**config.mk**
```make
export PLATFORM = sky130hd
export DESIGN_NAME = motor_driver_fault_manager
export DESIGN_NICKNAME = d
export VERILOG_FILES = /design/src/fault_pkg.sv /design/src/motor_driver_fault_manager.sv
export SDC_FILE = /design/constraint.sdc
export NUM_CORES = 1
export LEC_CHECK = 0
export BUFFER_PORTS_ARGS = -buffer_cell sky130_fd_sc_hd__buf_2
export CAP_MARGIN = 20
export CORE_ASPECT_RATIO = 0.75
export CORE_UTILIZATION = 52
export DETAILED_ROUTE_END_ITERATION = 7
export PLACE_DENSITY_LB_ADDON = 0.15
export SYNTH_ARGS = -nofsm -noshare
export SYNTH_HDL_FRONTEND = slang
export SYNTH_SLANG_ARGS = --single-unit
```
**constraint.sdc**
```tcl
create_clock -name pclk -period 3.05 [get_ports pclk]
set_input_delay 0.4575 -clock pclk [delete_from_list [all_inputs] [get_ports pclk]]
set_output_delay 0.4575 -clock pclk [all_outputs]
set_load 0.01 [all_outputs]
```
**src/fault_pkg.sv**
```systemverilog
package fault_pkg;
   localparam int          NUM_SRC     = 7;
   localparam int          LOG_DEPTH   = 10;
   localparam int          CODE_W      = 4;
   // fault codes
   localparam logic [3:0]  CODE_NONE   = 4'h0;
   localparam logic [3:0]  CODE_OC     = 4'h1;
   localparam logic [3:0]  CODE_OH     = 4'h2;
   localparam logic [3:0]  CODE_OV     = 4'h3;
   localparam logic [3:0]  CODE_UV     = 4'h4;
   localparam logic [3:0]  CODE_SENS   = 4'h5;
   localparam logic [3:0]  CODE_OUT    = 4'h6;
   localparam logic [3:0]  CODE_OL     = 4'h7;
   // source bit positions
   localparam int          SRC_OC      = 0;
   localparam int          SRC_OUT     = 5;
   localparam int          SRC_OL      = 6;
   // which sources only a power cycle clears
   localparam logic [6:0]  HARD_MASK   = 7'h01;
   // register byte offsets
   localparam logic [7:0]  OFS_CTRL    = 8'h00;
   localparam logic [7:0]  OFS_STATUS  = 8'h04;
   localparam logic [7:0]  OFS_CMD     = 8'h08;
   localparam logic [7:0]  OFS_OLTIME  = 8'h0c;
   localparam logic [7:0]  OFS_LOGCNT  = 8'h10;
   localparam logic [7:0]  OFS_LOG0    = 8'h20;
   // control bits
   localparam int          CTRL_BRAKE  = 0;
   localparam int          CTRL_3WIRE  = 1;
   localparam int          CTRL_TLOW   = 2;
   localparam int          CMD_CLR     = 0;
   localparam int          CMD_LOGCLR  = 1;
   localparam logic [31:0] CTRL_RST    = 32'h0000_0000;
   localparam logic [15:0] OLTIME_RST  = 16'h0fa0;
   // blink half period: 0.25 s at 40 MHz
   localparam int          CLK_HZ      = 40_000_000;
   localparam int          BLINK_MS    = 250;
   localparam int          BLINK_CYC   = CLK_HZ / 1000 * BLINK_MS;

   typedef struct packed {
      logic forward_run_input;
      logic reverse_run_input;
      logic run_gate;
      logic run_hold;
      logic clear;
   } ctl_in_t;

   typedef struct packed {
      logic       healthy;
      logic       motor_stop;
      logic       brake_on;
      logic       fault_lamp;
      logic [3:0] panel_code;
   } ind_out_t;
endpackage : fault_pkg

```
**src/motor_driver_fault_manager.sv**
```systemverilog
// Our own choices: register access over APB and the address map.
`timescale 1ns/1ps
module motor_driver_fault_manager
   #(parameter int BLINK_CYCLES = fault_pkg::BLINK_CYC)
(
   // clock and reset
   input  wire logic                  pclk,
   input  wire logic                  presetn,
   // apb slave
   input  wire logic                  psel,
   input  wire logic                  penable,
   input  wire logic                  pwrite,
   input  wire logic [7:0]            paddr,
   input  wire logic [31:0]           pwdata,
   output logic      [31:0]           prdata,
   output logic                       pready,
   output logic                       pslverr,
   // controller pins, asynchronous
   input  wire fault_pkg::ctl_in_t    ctl_pins,
   // detector levels: oc, oh, ov, uv, sens, out, overload
   input  wire logic [6:0]            det_pins,
   input  wire logic                  over_torque,
   // front panel
   input  wire logic                  panel_clear,
   input  wire logic                  panel_log_clear,
   // indications
   output fault_pkg::ind_out_t        ind
);
   import fault_pkg::*;

   ////////////////////////////////////////////////////////////////////////
   // three-stage pin synchronisers
   logic [12:0] s1_ff, s2_ff, s3_ff;
   logic [12:0] pins_ff;
   logic [12:0] raw;
   assign raw = {over_torque, det_pins, ctl_pins};

   // sampler chain
   always_ff @(posedge pclk or negedge presetn)
   begin
      if (!presetn)
      begin
         s1_ff <= '0;
         s2_ff <= '0;
         s3_ff <= '0;
      end
      else
      begin
         s1_ff <= raw;
         s2_ff <= s1_ff;
         s3_ff <= s2_ff;
      end
   end

   // accept change when stages two and three agree
   always_ff @(posedge pclk or negedge presetn)
   begin
      if (!presetn)
         pins_ff <= '0;
      else
         pins_ff <= (s2_ff & s3_ff) | (pins_ff & (s2_ff | s3_ff));
   end

   ctl_in_t    ctl;
   logic [6:0] det;
   logic       torque_hi;
   assign ctl       = pins_ff[4:0];
   assign det       = pins_ff[11:5];
   assign torque_hi = pins_ff[12];

   ////////////////////////////////////////////////////////////////////////
   // registers
   logic [31:0] ctrl_ff;
   logic [15:0] oltime_ff;
   logic        apb_wr, apb_rd;
   logic        sw_clear, sw_log_clear;
   assign apb_wr       = psel && penable && pwrite;
   assign apb_rd       = psel && penable && !pwrite;
   assign pready       = 1'b1;
   assign sw_clear     = apb_wr && paddr == OFS_CMD && pwdata[CMD_CLR];
   assign sw_log_clear = apb_wr && paddr == OFS_CMD && pwdata[CMD_LOGCLR];

   // writable config
   always_ff @(posedge pclk or negedge presetn)
   begin
      if (!presetn)
      begin
         ctrl_ff   <= CTRL_RST;
         oltime_ff <= OLTIME_RST;
      end
      else if (apb_wr)
      begin
         if (paddr == OFS_CTRL)
            ctrl_ff <= pwdata & 32'h0000_0007;
         else if (paddr == OFS_OLTIME)
            oltime_ff <= pwdata[15:0];
      end
   end

   ////////////////////////////////////////////////////////////////////////
   // overload timer, faster when torque is far above rated
   logic [15:0] ol_cnt_ff;
   logic        ol_trip;
   logic        ol_heavy;
   assign ol_heavy = det[SRC_OL] && torque_hi;

   always_ff @(posedge pclk or negedge presetn)
   begin
      if (!presetn)
         ol_cnt_ff <= '0;
      else if (!det[SRC_OL])
         ol_cnt_ff <= '0;
      else if (!ol_trip)
         ol_cnt_ff <= ol_cnt_ff + (ol_heavy ? 16'h0002 : 16'h0001);
   end
   assign ol_trip = det[SRC_OL] && ol_cnt_ff >= oltime_ff;

   ////////////////////////////////////////////////////////////////////////
   // raw fault events
   logic [6:0] hit;
   always_comb
   begin
      hit          = det;
      hit[SRC_OUT] = det[SRC_OUT] && !ctrl_ff[CTRL_TLOW];
      hit[SRC_OL]  = ol_trip;
   end

   ////////////////////////////////////////////////////////////////////////
   // clear qualification
   logic clr_prev_ff;
   logic pin_clr_ok;
   logic any_clear;
   always_ff @(posedge pclk or negedge presetn)
   begin
      if (!presetn)
         clr_prev_ff <= 1'b0;
      else
         clr_prev_ff <= ctl.clear;
   end

   // edge only, gated by run inputs
   assign pin_clr_ok = ctl.clear && !clr_prev_ff
                     && !ctl.forward_run_input && !ctl.reverse_run_input
                     && !(ctrl_ff[CTRL_3WIRE] && ctl.run_gate && ctl.run_hold);
   assign any_clear  = pin_clr_ok || panel_clear || sw_clear;

   ////////////////////////////////////////////////////////////////////////
   // latched fault; new events win over clear
   logic [6:0] latch_ff;
   logic [3:0] code_ff;
   logic       active;
   assign active = |latch_ff;

   always_ff @(posedge pclk or negedge presetn)
   begin
      if (!presetn)
         latch_ff <= '0;
      else if (any_clear)
         latch_ff <= (latch_ff & HARD_MASK) | hit;
      else
         latch_ff <= latch_ff | hit;
   end

   function automatic logic [3:0] code_of(input logic [6:0] v);
      logic [3:0] c;
      c = CODE_NONE;
      for (int i = NUM_SRC - 1; i >= 0; i--)
         if (v[i])
            c = 4'(i + 1);
      return c;
   endfunction : code_of

   // new fault events for logging
   logic [6:0] new_hit;
   assign new_hit = hit & ~latch_ff;

   // code shown on the panel
   always_ff @(posedge pclk or negedge presetn)
   begin
      if (!presetn)
         code_ff <= CODE_NONE;
      else if (|new_hit)
         code_ff <= code_of(new_hit);
      else if (!active)
         code_ff <= CODE_NONE;
   end

   ////////////////////////////////////////////////////////////////////////
   // lamp blink
   logic [31:0] blink_cnt_ff;
   logic        blink_ff;
   always_ff @(posedge pclk or negedge presetn)
   begin
      if (!presetn)
      begin
         blink_cnt_ff <= '0;
         blink_ff     <= 1'b0;
      end
      else if (!active)
      begin
         blink_cnt_ff <= '0;
         blink_ff     <= 1'b0;
      end
      else if (blink_cnt_ff >= 32'(BLINK_CYCLES - 1))
      begin
         blink_cnt_ff <= '0;
         blink_ff     <= !blink_ff;
      end
      else
         blink_cnt_ff <= blink_cnt_ff + 32'h0000_0001;
   end

   ////////////////////////////////////////////////////////////////////////
   // indications, registered
   always_ff @(posedge pclk or negedge presetn)
   begin
      if (!presetn)
         ind <= '{healthy: 1'b0, motor_stop: 1'b1, brake_on: 1'b1,
                  fault_lamp: 1'b0, panel_code: CODE_NONE};
      else
      begin
         ind.healthy    <= !active && !(|hit);
         ind.motor_stop <= active || (|hit);
         ind.brake_on   <= (active || (|hit)) && !ctrl_ff[CTRL_BRAKE];
         ind.fault_lamp <= active && blink_ff;
         ind.panel_code <= active ? code_ff : CODE_NONE;
      end
   end

   ////////////////////////////////////////////////////////////////////////
   // fault log, newest at index 0; held in the retained store
   logic [3:0] log_ff [LOG_DEPTH];
   logic [3:0] log_cnt_ff;
   logic       log_clr;
   assign log_clr = sw_log_clear || panel_log_clear;

   always_ff @(posedge pclk)
   begin
      if (|new_hit)
      begin
         log_ff[0] <= code_of(new_hit);
         for (int i = 1; i < LOG_DEPTH; i++)
            log_ff[i] <= log_ff[i-1];
      end
   end

   // count of valid entries, retained like the entries; new entry wins over clear
   always_ff @(posedge pclk)
   begin
      if (|new_hit)
         log_cnt_ff <= log_clr ? 4'h1 :
                       (log_cnt_ff == 4'(LOG_DEPTH)) ? log_cnt_ff : log_cnt_ff + 4'h1;
      else if (log_clr)
         log_cnt_ff <= '0;
   end

   ////////////////////////////////////////////////////////////////////////
   // read decode
   logic [7:0] log_idx;
   assign log_idx = (paddr - OFS_LOG0) >> 2;
   always_comb
   begin
      prdata  = '0;
      pslverr = 1'b0;
      if (paddr == OFS_CTRL)
         prdata = ctrl_ff;
      else if (paddr == OFS_STATUS)
         prdata = {21'h0, code_ff, latch_ff};
      else if (paddr == OFS_CMD)
         prdata = '0;
      else if (paddr == OFS_OLTIME)
         prdata = {16'h0, oltime_ff};
      else if (paddr == OFS_LOGCNT)
         prdata = {28'h0, log_cnt_ff};
      else if (paddr >= OFS_LOG0 && log_idx < 8'(LOG_DEPTH) && paddr[1:0] == 2'b00)
         prdata = (log_idx < {4'h0, log_cnt_ff}) ? {28'h0, log_ff[log_idx[3:0]]} : '0;
      else
         pslverr = psel && penable;
   end
endmodule : motor_driver_fault_manager

```
======== After elaboration in Yosys (flattened, before gate mapping) ========
Memories as Yosys holds them, arrays and structs flattened.
Cells that the tools add are included.
word-level totals
  output and inout port bits .............. 42
  memories kept ........................... 1
  bits in writable memories ............... 40
  logic and storage cells ................. 123
  register bits ........................... 144
operators by class
  add/subtract/negate cells ............... 4
  bitwise operators ....................... 9
  magnitude comparators ................... 5
  reductions and logical operators ........ 41
  mux-type cells .......................... 37
  eq/ne operators ......................... 8
memories
  memory  depth  bits a word  rd ports  clocked after memory_dff  write ports  RTL line                           text
  log_ff  10     4            10        0                         10           motor_driver_fault_manager.sv:232  logic [3:0] log_ff [LOG_DEPTH];
operator list
  operator                                                             number
  two-way mux 32 bit                                                   4
  two-way mux 16 bit                                                   4
  two-way mux 4 bit                                                    16
  adder 32 x 1 -> 32 bit, second input constant                        1
  greater-or-equal comparator 32 x 24 -> 1 bit, second input constant  1
  bitwise AND 13 bit                                                   2
  OR 13 bit                                                            2
  OR reduction 7 bit                                                   3
  logical AND 1 bit                                                    19
  adder 16 x 2 -> 16 bit                                               1
  equality test 8 x 4 -> 1 bit, second input constant                  2
  greater-or-equal comparator 16 bit                                   1
  two-way mux 1 bit                                                    10
  logical NOT 1 bit                                                    9
  equality test 8 x 3 -> 1 bit, second input constant                  1
  equality test 8 x 5 -> 1 bit, second input constant                  1
  greater-or-equal comparator 8 x 6 -> 1 bit, second input constant    1
  logical NOT 8 bit                                                    1
  subtractor 8 x 6 -> 8 bit, second input constant                     1
  bitwise AND 7 bit                                                    1
  two-way mux 7 bit                                                    1
  NOT 7 bit                                                            1
  OR 1 x 7 -> 7 bit                                                    1
  OR 7 bit                                                             1
  other kinds (14)                                                     19

======== Logic depth before layout (Yosys ltp) ========
  depth in word-level cells ............... 11
  gate-level depth with buffers ........... 10

======== Least setup slack after synthesis ========
No wires, ideal clock.
  kind .................................... flip-flop to flip-flop
  start point ............................. register oltime_ff[11]
  end point ............................... memory log_ff[0][0], enable pin
  required time ........................... 2665 ps
  setup slack ............................. -166 ps
  arrival ................................. 2832 ps
  stages on the path, launching flop included .. 9
  library setup time ...................... 385 ps
  period minus slack after synthesis ...... 3216 ps
  buffers on the path ..................... 0
  cell sequence ........................... dfstp_2 -> inv_1 -> ha_1 -> and4_1 -> nand2_1 -> or4_4 -> a311oi_4 -> nor3_2 -> inv_1
RTL lines
  what                    RTL line                           text
  from (decl)             motor_driver_fault_manager.sv:74   logic [15:0] oltime_ff;
  from (signal assigned)  motor_driver_fault_manager.sv:96   oltime_ff <= pwdata[15:0];
  to (decl)               motor_driver_fault_manager.sv:232

======== Worst setup path in the final report ========
  start point ............................. register log_cnt_ff[1]
  end point ............................... output port prdata[2]
between the ends
  longest elaborated chain between the ends .. 8
ends and longest elaborated chain
  what                                 RTL line                           text
  from (decl)                          motor_driver_fault_manager.sv:233  logic [3:0] log_cnt_ff;
  from (signal assigned)               motor_driver_fault_manager.sv:251  log_cnt_ff <= log_clr ? 4'h1 :
  less-than comparator 6 x 4 -> 1 bit  motor_driver_fault_manager.sv:276  prdata = (log_idx < {4'h0, log_cnt_ff}) ? {28'h0, log_ff[log_idx[3:0]]} : '0;
  two-way mux 4 bit                    motor_driver_fault_manager.sv:276
  two-way mux 4 bit                    motor_driver_fault_manager.sv:275  else if (paddr >= OFS_LOG0 && log_idx < 8'(LOG_DEPTH) && paddr[1:0] == 2'b00)
  two-way mux 4 bit                    motor_driver_fault_manager.sv:273  else if (paddr == OFS_LOGCNT)
  two-way mux 16 bit                   motor_driver_fault_manager.sv:271  else if (paddr == OFS_OLTIME)
  two-way mux 16 bit                   motor_driver_fault_manager.sv:269  else if (paddr == OFS_CMD)
  two-way mux 32 bit                   motor_driver_fault_manager.sv:267  else if (paddr == OFS_STATUS)
  two-way mux 32 bit                   motor_driver_fault_manager.sv:265  if (paddr == OFS_CTRL)
  to (decl)                            motor_driver_fault_manager.sv:15   output logic [31:0] prdata,
No other way between the ends.

==> implementation parameters <==
Parameter                              Value

STA
  Min cycle time layout    2930 ps
  Max Transition Viols Final    0
  Slew Limit Headroom    35.0%
  Smallest hold slack    138 ps
  Final count of hold timing violations    0
  Achievable Freq    342 MHz
  Transition time of the tightest slew-check pin    975 ps
  Clock Skew    7.70 ps
  Final worst slack    122 ps
  Total negative slack    0 ps
  Total of endpoints with negative setup slack in the final report    0
  Final worst path period share    96.0%
  RSZ-0062 raised after global routing    false

Routing
  Routed Wire Length    15.3 mm
  Number of nets with antenna violations after routing    0
  Vias after detailed routing    5052
  Via density    5.40
  Routed length per placed instance    16.3 um
  DR iter-0 viols    320
  First drt pass iteration count    4
  Number of remaining DRC errors    0

Power and ir drop
  Share of total power consumed by net switching    24.7%
  Combinational share of power    10.8%
  Worst ir drop on vdd    417 uV
  Switching power summed over all nets    1.36 mW
  Internal power of the cells    4.15 mW
  Power density of the placed cells    624 mW/mm^2
  Total design power    5.52 mW
  Leakage power    3.99 nW
  Clk network pwr share    37.3%
  Part of the total power dissipated in sequential elements    51.9%

Setup path
  Endpoint of the lowest-slack register-to-register path    log_ff[5][2]
  Reg-to-reg setup timing slack    150 ps
  Destination of the critical timing path    prdata[2]
  Number of cells on the worst reg-to-reg path    9
  Critical path cell sequence    inv_1, ha_1, a21o_1, a21o_1, a2111oi_0, buf_4, nand3_1, o221ai_1, buf_2
  Launch point of the worst reg-to-reg path    oltime_ff[11]
  Slowest stage cell on the critical path    edfxtp_1
  Data arrival at the endpoint of the critical path    2470 ps
  Category of the worst setup path capture point    output pin
  Most common cell type on the critical path    a21o_1
  Crit path launch type    flop
  Data required, critical path    2590 ps
  Launch point of the worst path    log_cnt_ff[1]
  Type of the worst setup path    reg2out
  CP peak stage delay    480 ps
  Worst-path maximum fanout    5

Synthesis
  Count of mapped cells out of synthesis    631
  Synth Warn #    0
  Mean Syn Cell Area    12.0 sq um
  Share of flip-flops with an asynchronous set or reset    80.5%
  Ys flop type    dfrtp_1
  Main area contributors after synthesis    dfrtp_1, edfxtp_1, ha_1
  Number of unique standard cell types used by synthesis    62
  Sequential cell area fraction in the yosys report    59.7%
  Total standard cell area after synthesis    0.00760 sq mm
  Leading cell type by number of instances after synthesis    dfrtp_1
  EDFF count, synth    34
  Post-synthesis register bit count    174
  Top-area cell type share of the netlist area    43.5%
  Cell accounting for the most synthesized area    dfrtp_1
  Post-synth top cells    dfrtp_1, nor2_1, nand2_1

Placement
  Weighted congestion at the end of routability-driven global placement    0.880
  Placed Instances    903
  Placed wire-length estimate after detailed placement    11.1 mm
  Pre-CTS setup slack    44.4 ps
  Total of buffers placed on input and output ports    68
  Post-Place Cell Area    0.00827 sq mm

Clock network
  Insertion delay to the later sink of the worst-skew pair    420 ps
  CTS clk-pin slew, worst paths    60 ps
  Buffer type at the clock tree root    clkbuf_16
  Buffer count from post-CTS setup fixing    0
  Clock buffers created by TritonCTS    17
  Count of H-tree levels built during CTS    4
  CTS sink cnt    174
  Max Root-Sink Buffers    2
  TritonCTS clock tree    yes

Finish
  Total Nets Final    815
  Post-route non-filler standard cell count    936
  Relative area change from synthesis to final layout    16.4%
  Diodes inserted    0
  Total non-filler cell area in the finished layout    0.00884 sq mm
  Ratio of cells with drive above 1 in the final layout    19.6%
  Post-layout util    63.2%

GRT
  Total gr overflow    0
  GRT Total Usage    21.9%
  Initial antenna violation count    0
  Vias in the first global route    5042
  First-pass GRT wire length    24.9 mm
  Pin count of the biggest net entering global routing    60

Worst hold path
  HP Class    in2reg
  Worst hold path stage count    1

Floorplanning
  Effective utilization at floorplan    54.3%
  Area of the core region    0.0140 sq mm
  Die area    0.0151 sq mm
  Die height    107 um
  Boundary Pins    102
  Die outline width    142 um
  Standard-cell row count    37

Outcome
  Run status    completed

Job
  Number of violations of the max-capacitance limit    0
critical path, delay by kind of cell (launching register included):
kind / cells / cell delay, ps
flip-flops: 1 / 480
adder cells (fa/ha/maj): 1 / 220
buffers and inverters: 3 / 450
AND/OR/NAND/NOR: 1 / 80
AO/OA/AOI/OAI: 4 / 820
power groups by stage:
stage / Sequential [mW] / Combinational, mW / Clock, mW
after detailed placement: 2.90 / 0.595 / 0
after global placement: 2.88 / 0.573 / 0
final: 2.86 / 0.598 / 2.06
after floorplan: 2.83 / 0.384 / 0
after global routing: 2.89 / 0.668 / 2.19
after CTS: 2.86 / 0.603 / 2.10
final cells by class:
| type | instances | area, sq um |
|---|---|---|
| clock buffers | 24 | 483 |
| clock inverters | 8 | 77.6 |
| fillers | 1090 | 5140 |
| inverters | 31 | 120 |
| multi-input cells | 416 | 2860 |
| flip-flops and latches | 174 | 4530 |
| well taps | 195 | 244 |
| repair buffers | 88 | 524 |
layout by cell type, fill, tap and decap left out, drive strengths merged, types with 24 or more instances in the layout:
cell type and n:
dfrtp 132, buf 87, nor2 53, nand2 52, edfxtp 34, inv 33
o21ai 32, ha 26, conb 25, clkbuf 24
routing by layer:
metal  up-vias  track usage, %  part of all wire, %
li1       2400               -                    -
met1      2500            31.5                   49
met2       135            32.4                   45
met3        17            5.85                  4.5
met4         0            7.07                  1.2
met5         -               0                    0
worst min path at each step:
stage                      end         from
3_5_place_dp         s2_ff[11]    s1_ff[11]
3_3_place_gp          s2_ff[5]     s1_ff[5]
6_report              s1_ff[1]  ctl_pins[1]
4_1_cts               s1_ff[5]  det_pins[0]
2_1_floorplan  blink_cnt_ff[0]      presetn
5_1_grt               s1_ff[5]  det_pins[0]
cell families after synthesis:
group / Yosys count / synth area share (%)
AOI/OAI and AO/OA: 92 / 8.17
xor gates and xnor gates: 26 / 3.00
adders and majority gates: 40 / 6.26
buffers and inverters: 64 / 4.05
DFF: 174 / 59.7
muxes: 30 / 5.02
other: 2 / 0.0988
and+or+nand+nor: 203 / 13.7
timing repair:
item | 4_1_cts | 5_1_grt
endpoints found under the hold margin | 45 | 0
endpoints found under the setup margin | 0 | 34
gates resized for setup | 0 | 1
hold buffers | 1 | 0
registers in the layout (all words and copies together), names as in the netlist:
signal        cells
s3_ff            13
ol_cnt_ff        16
s1_ff            13
ind               8
s2_ff            13
latch_ff          7
log_ff           30
oltime_ff        16
pins_ff          13
blink_ff          1
log_cnt_ff        4
code_ff           4
ctrl_ff           3
blink_cnt_ff     32
clr_prev_ff       1
Power figures use the tool's default switching activity.
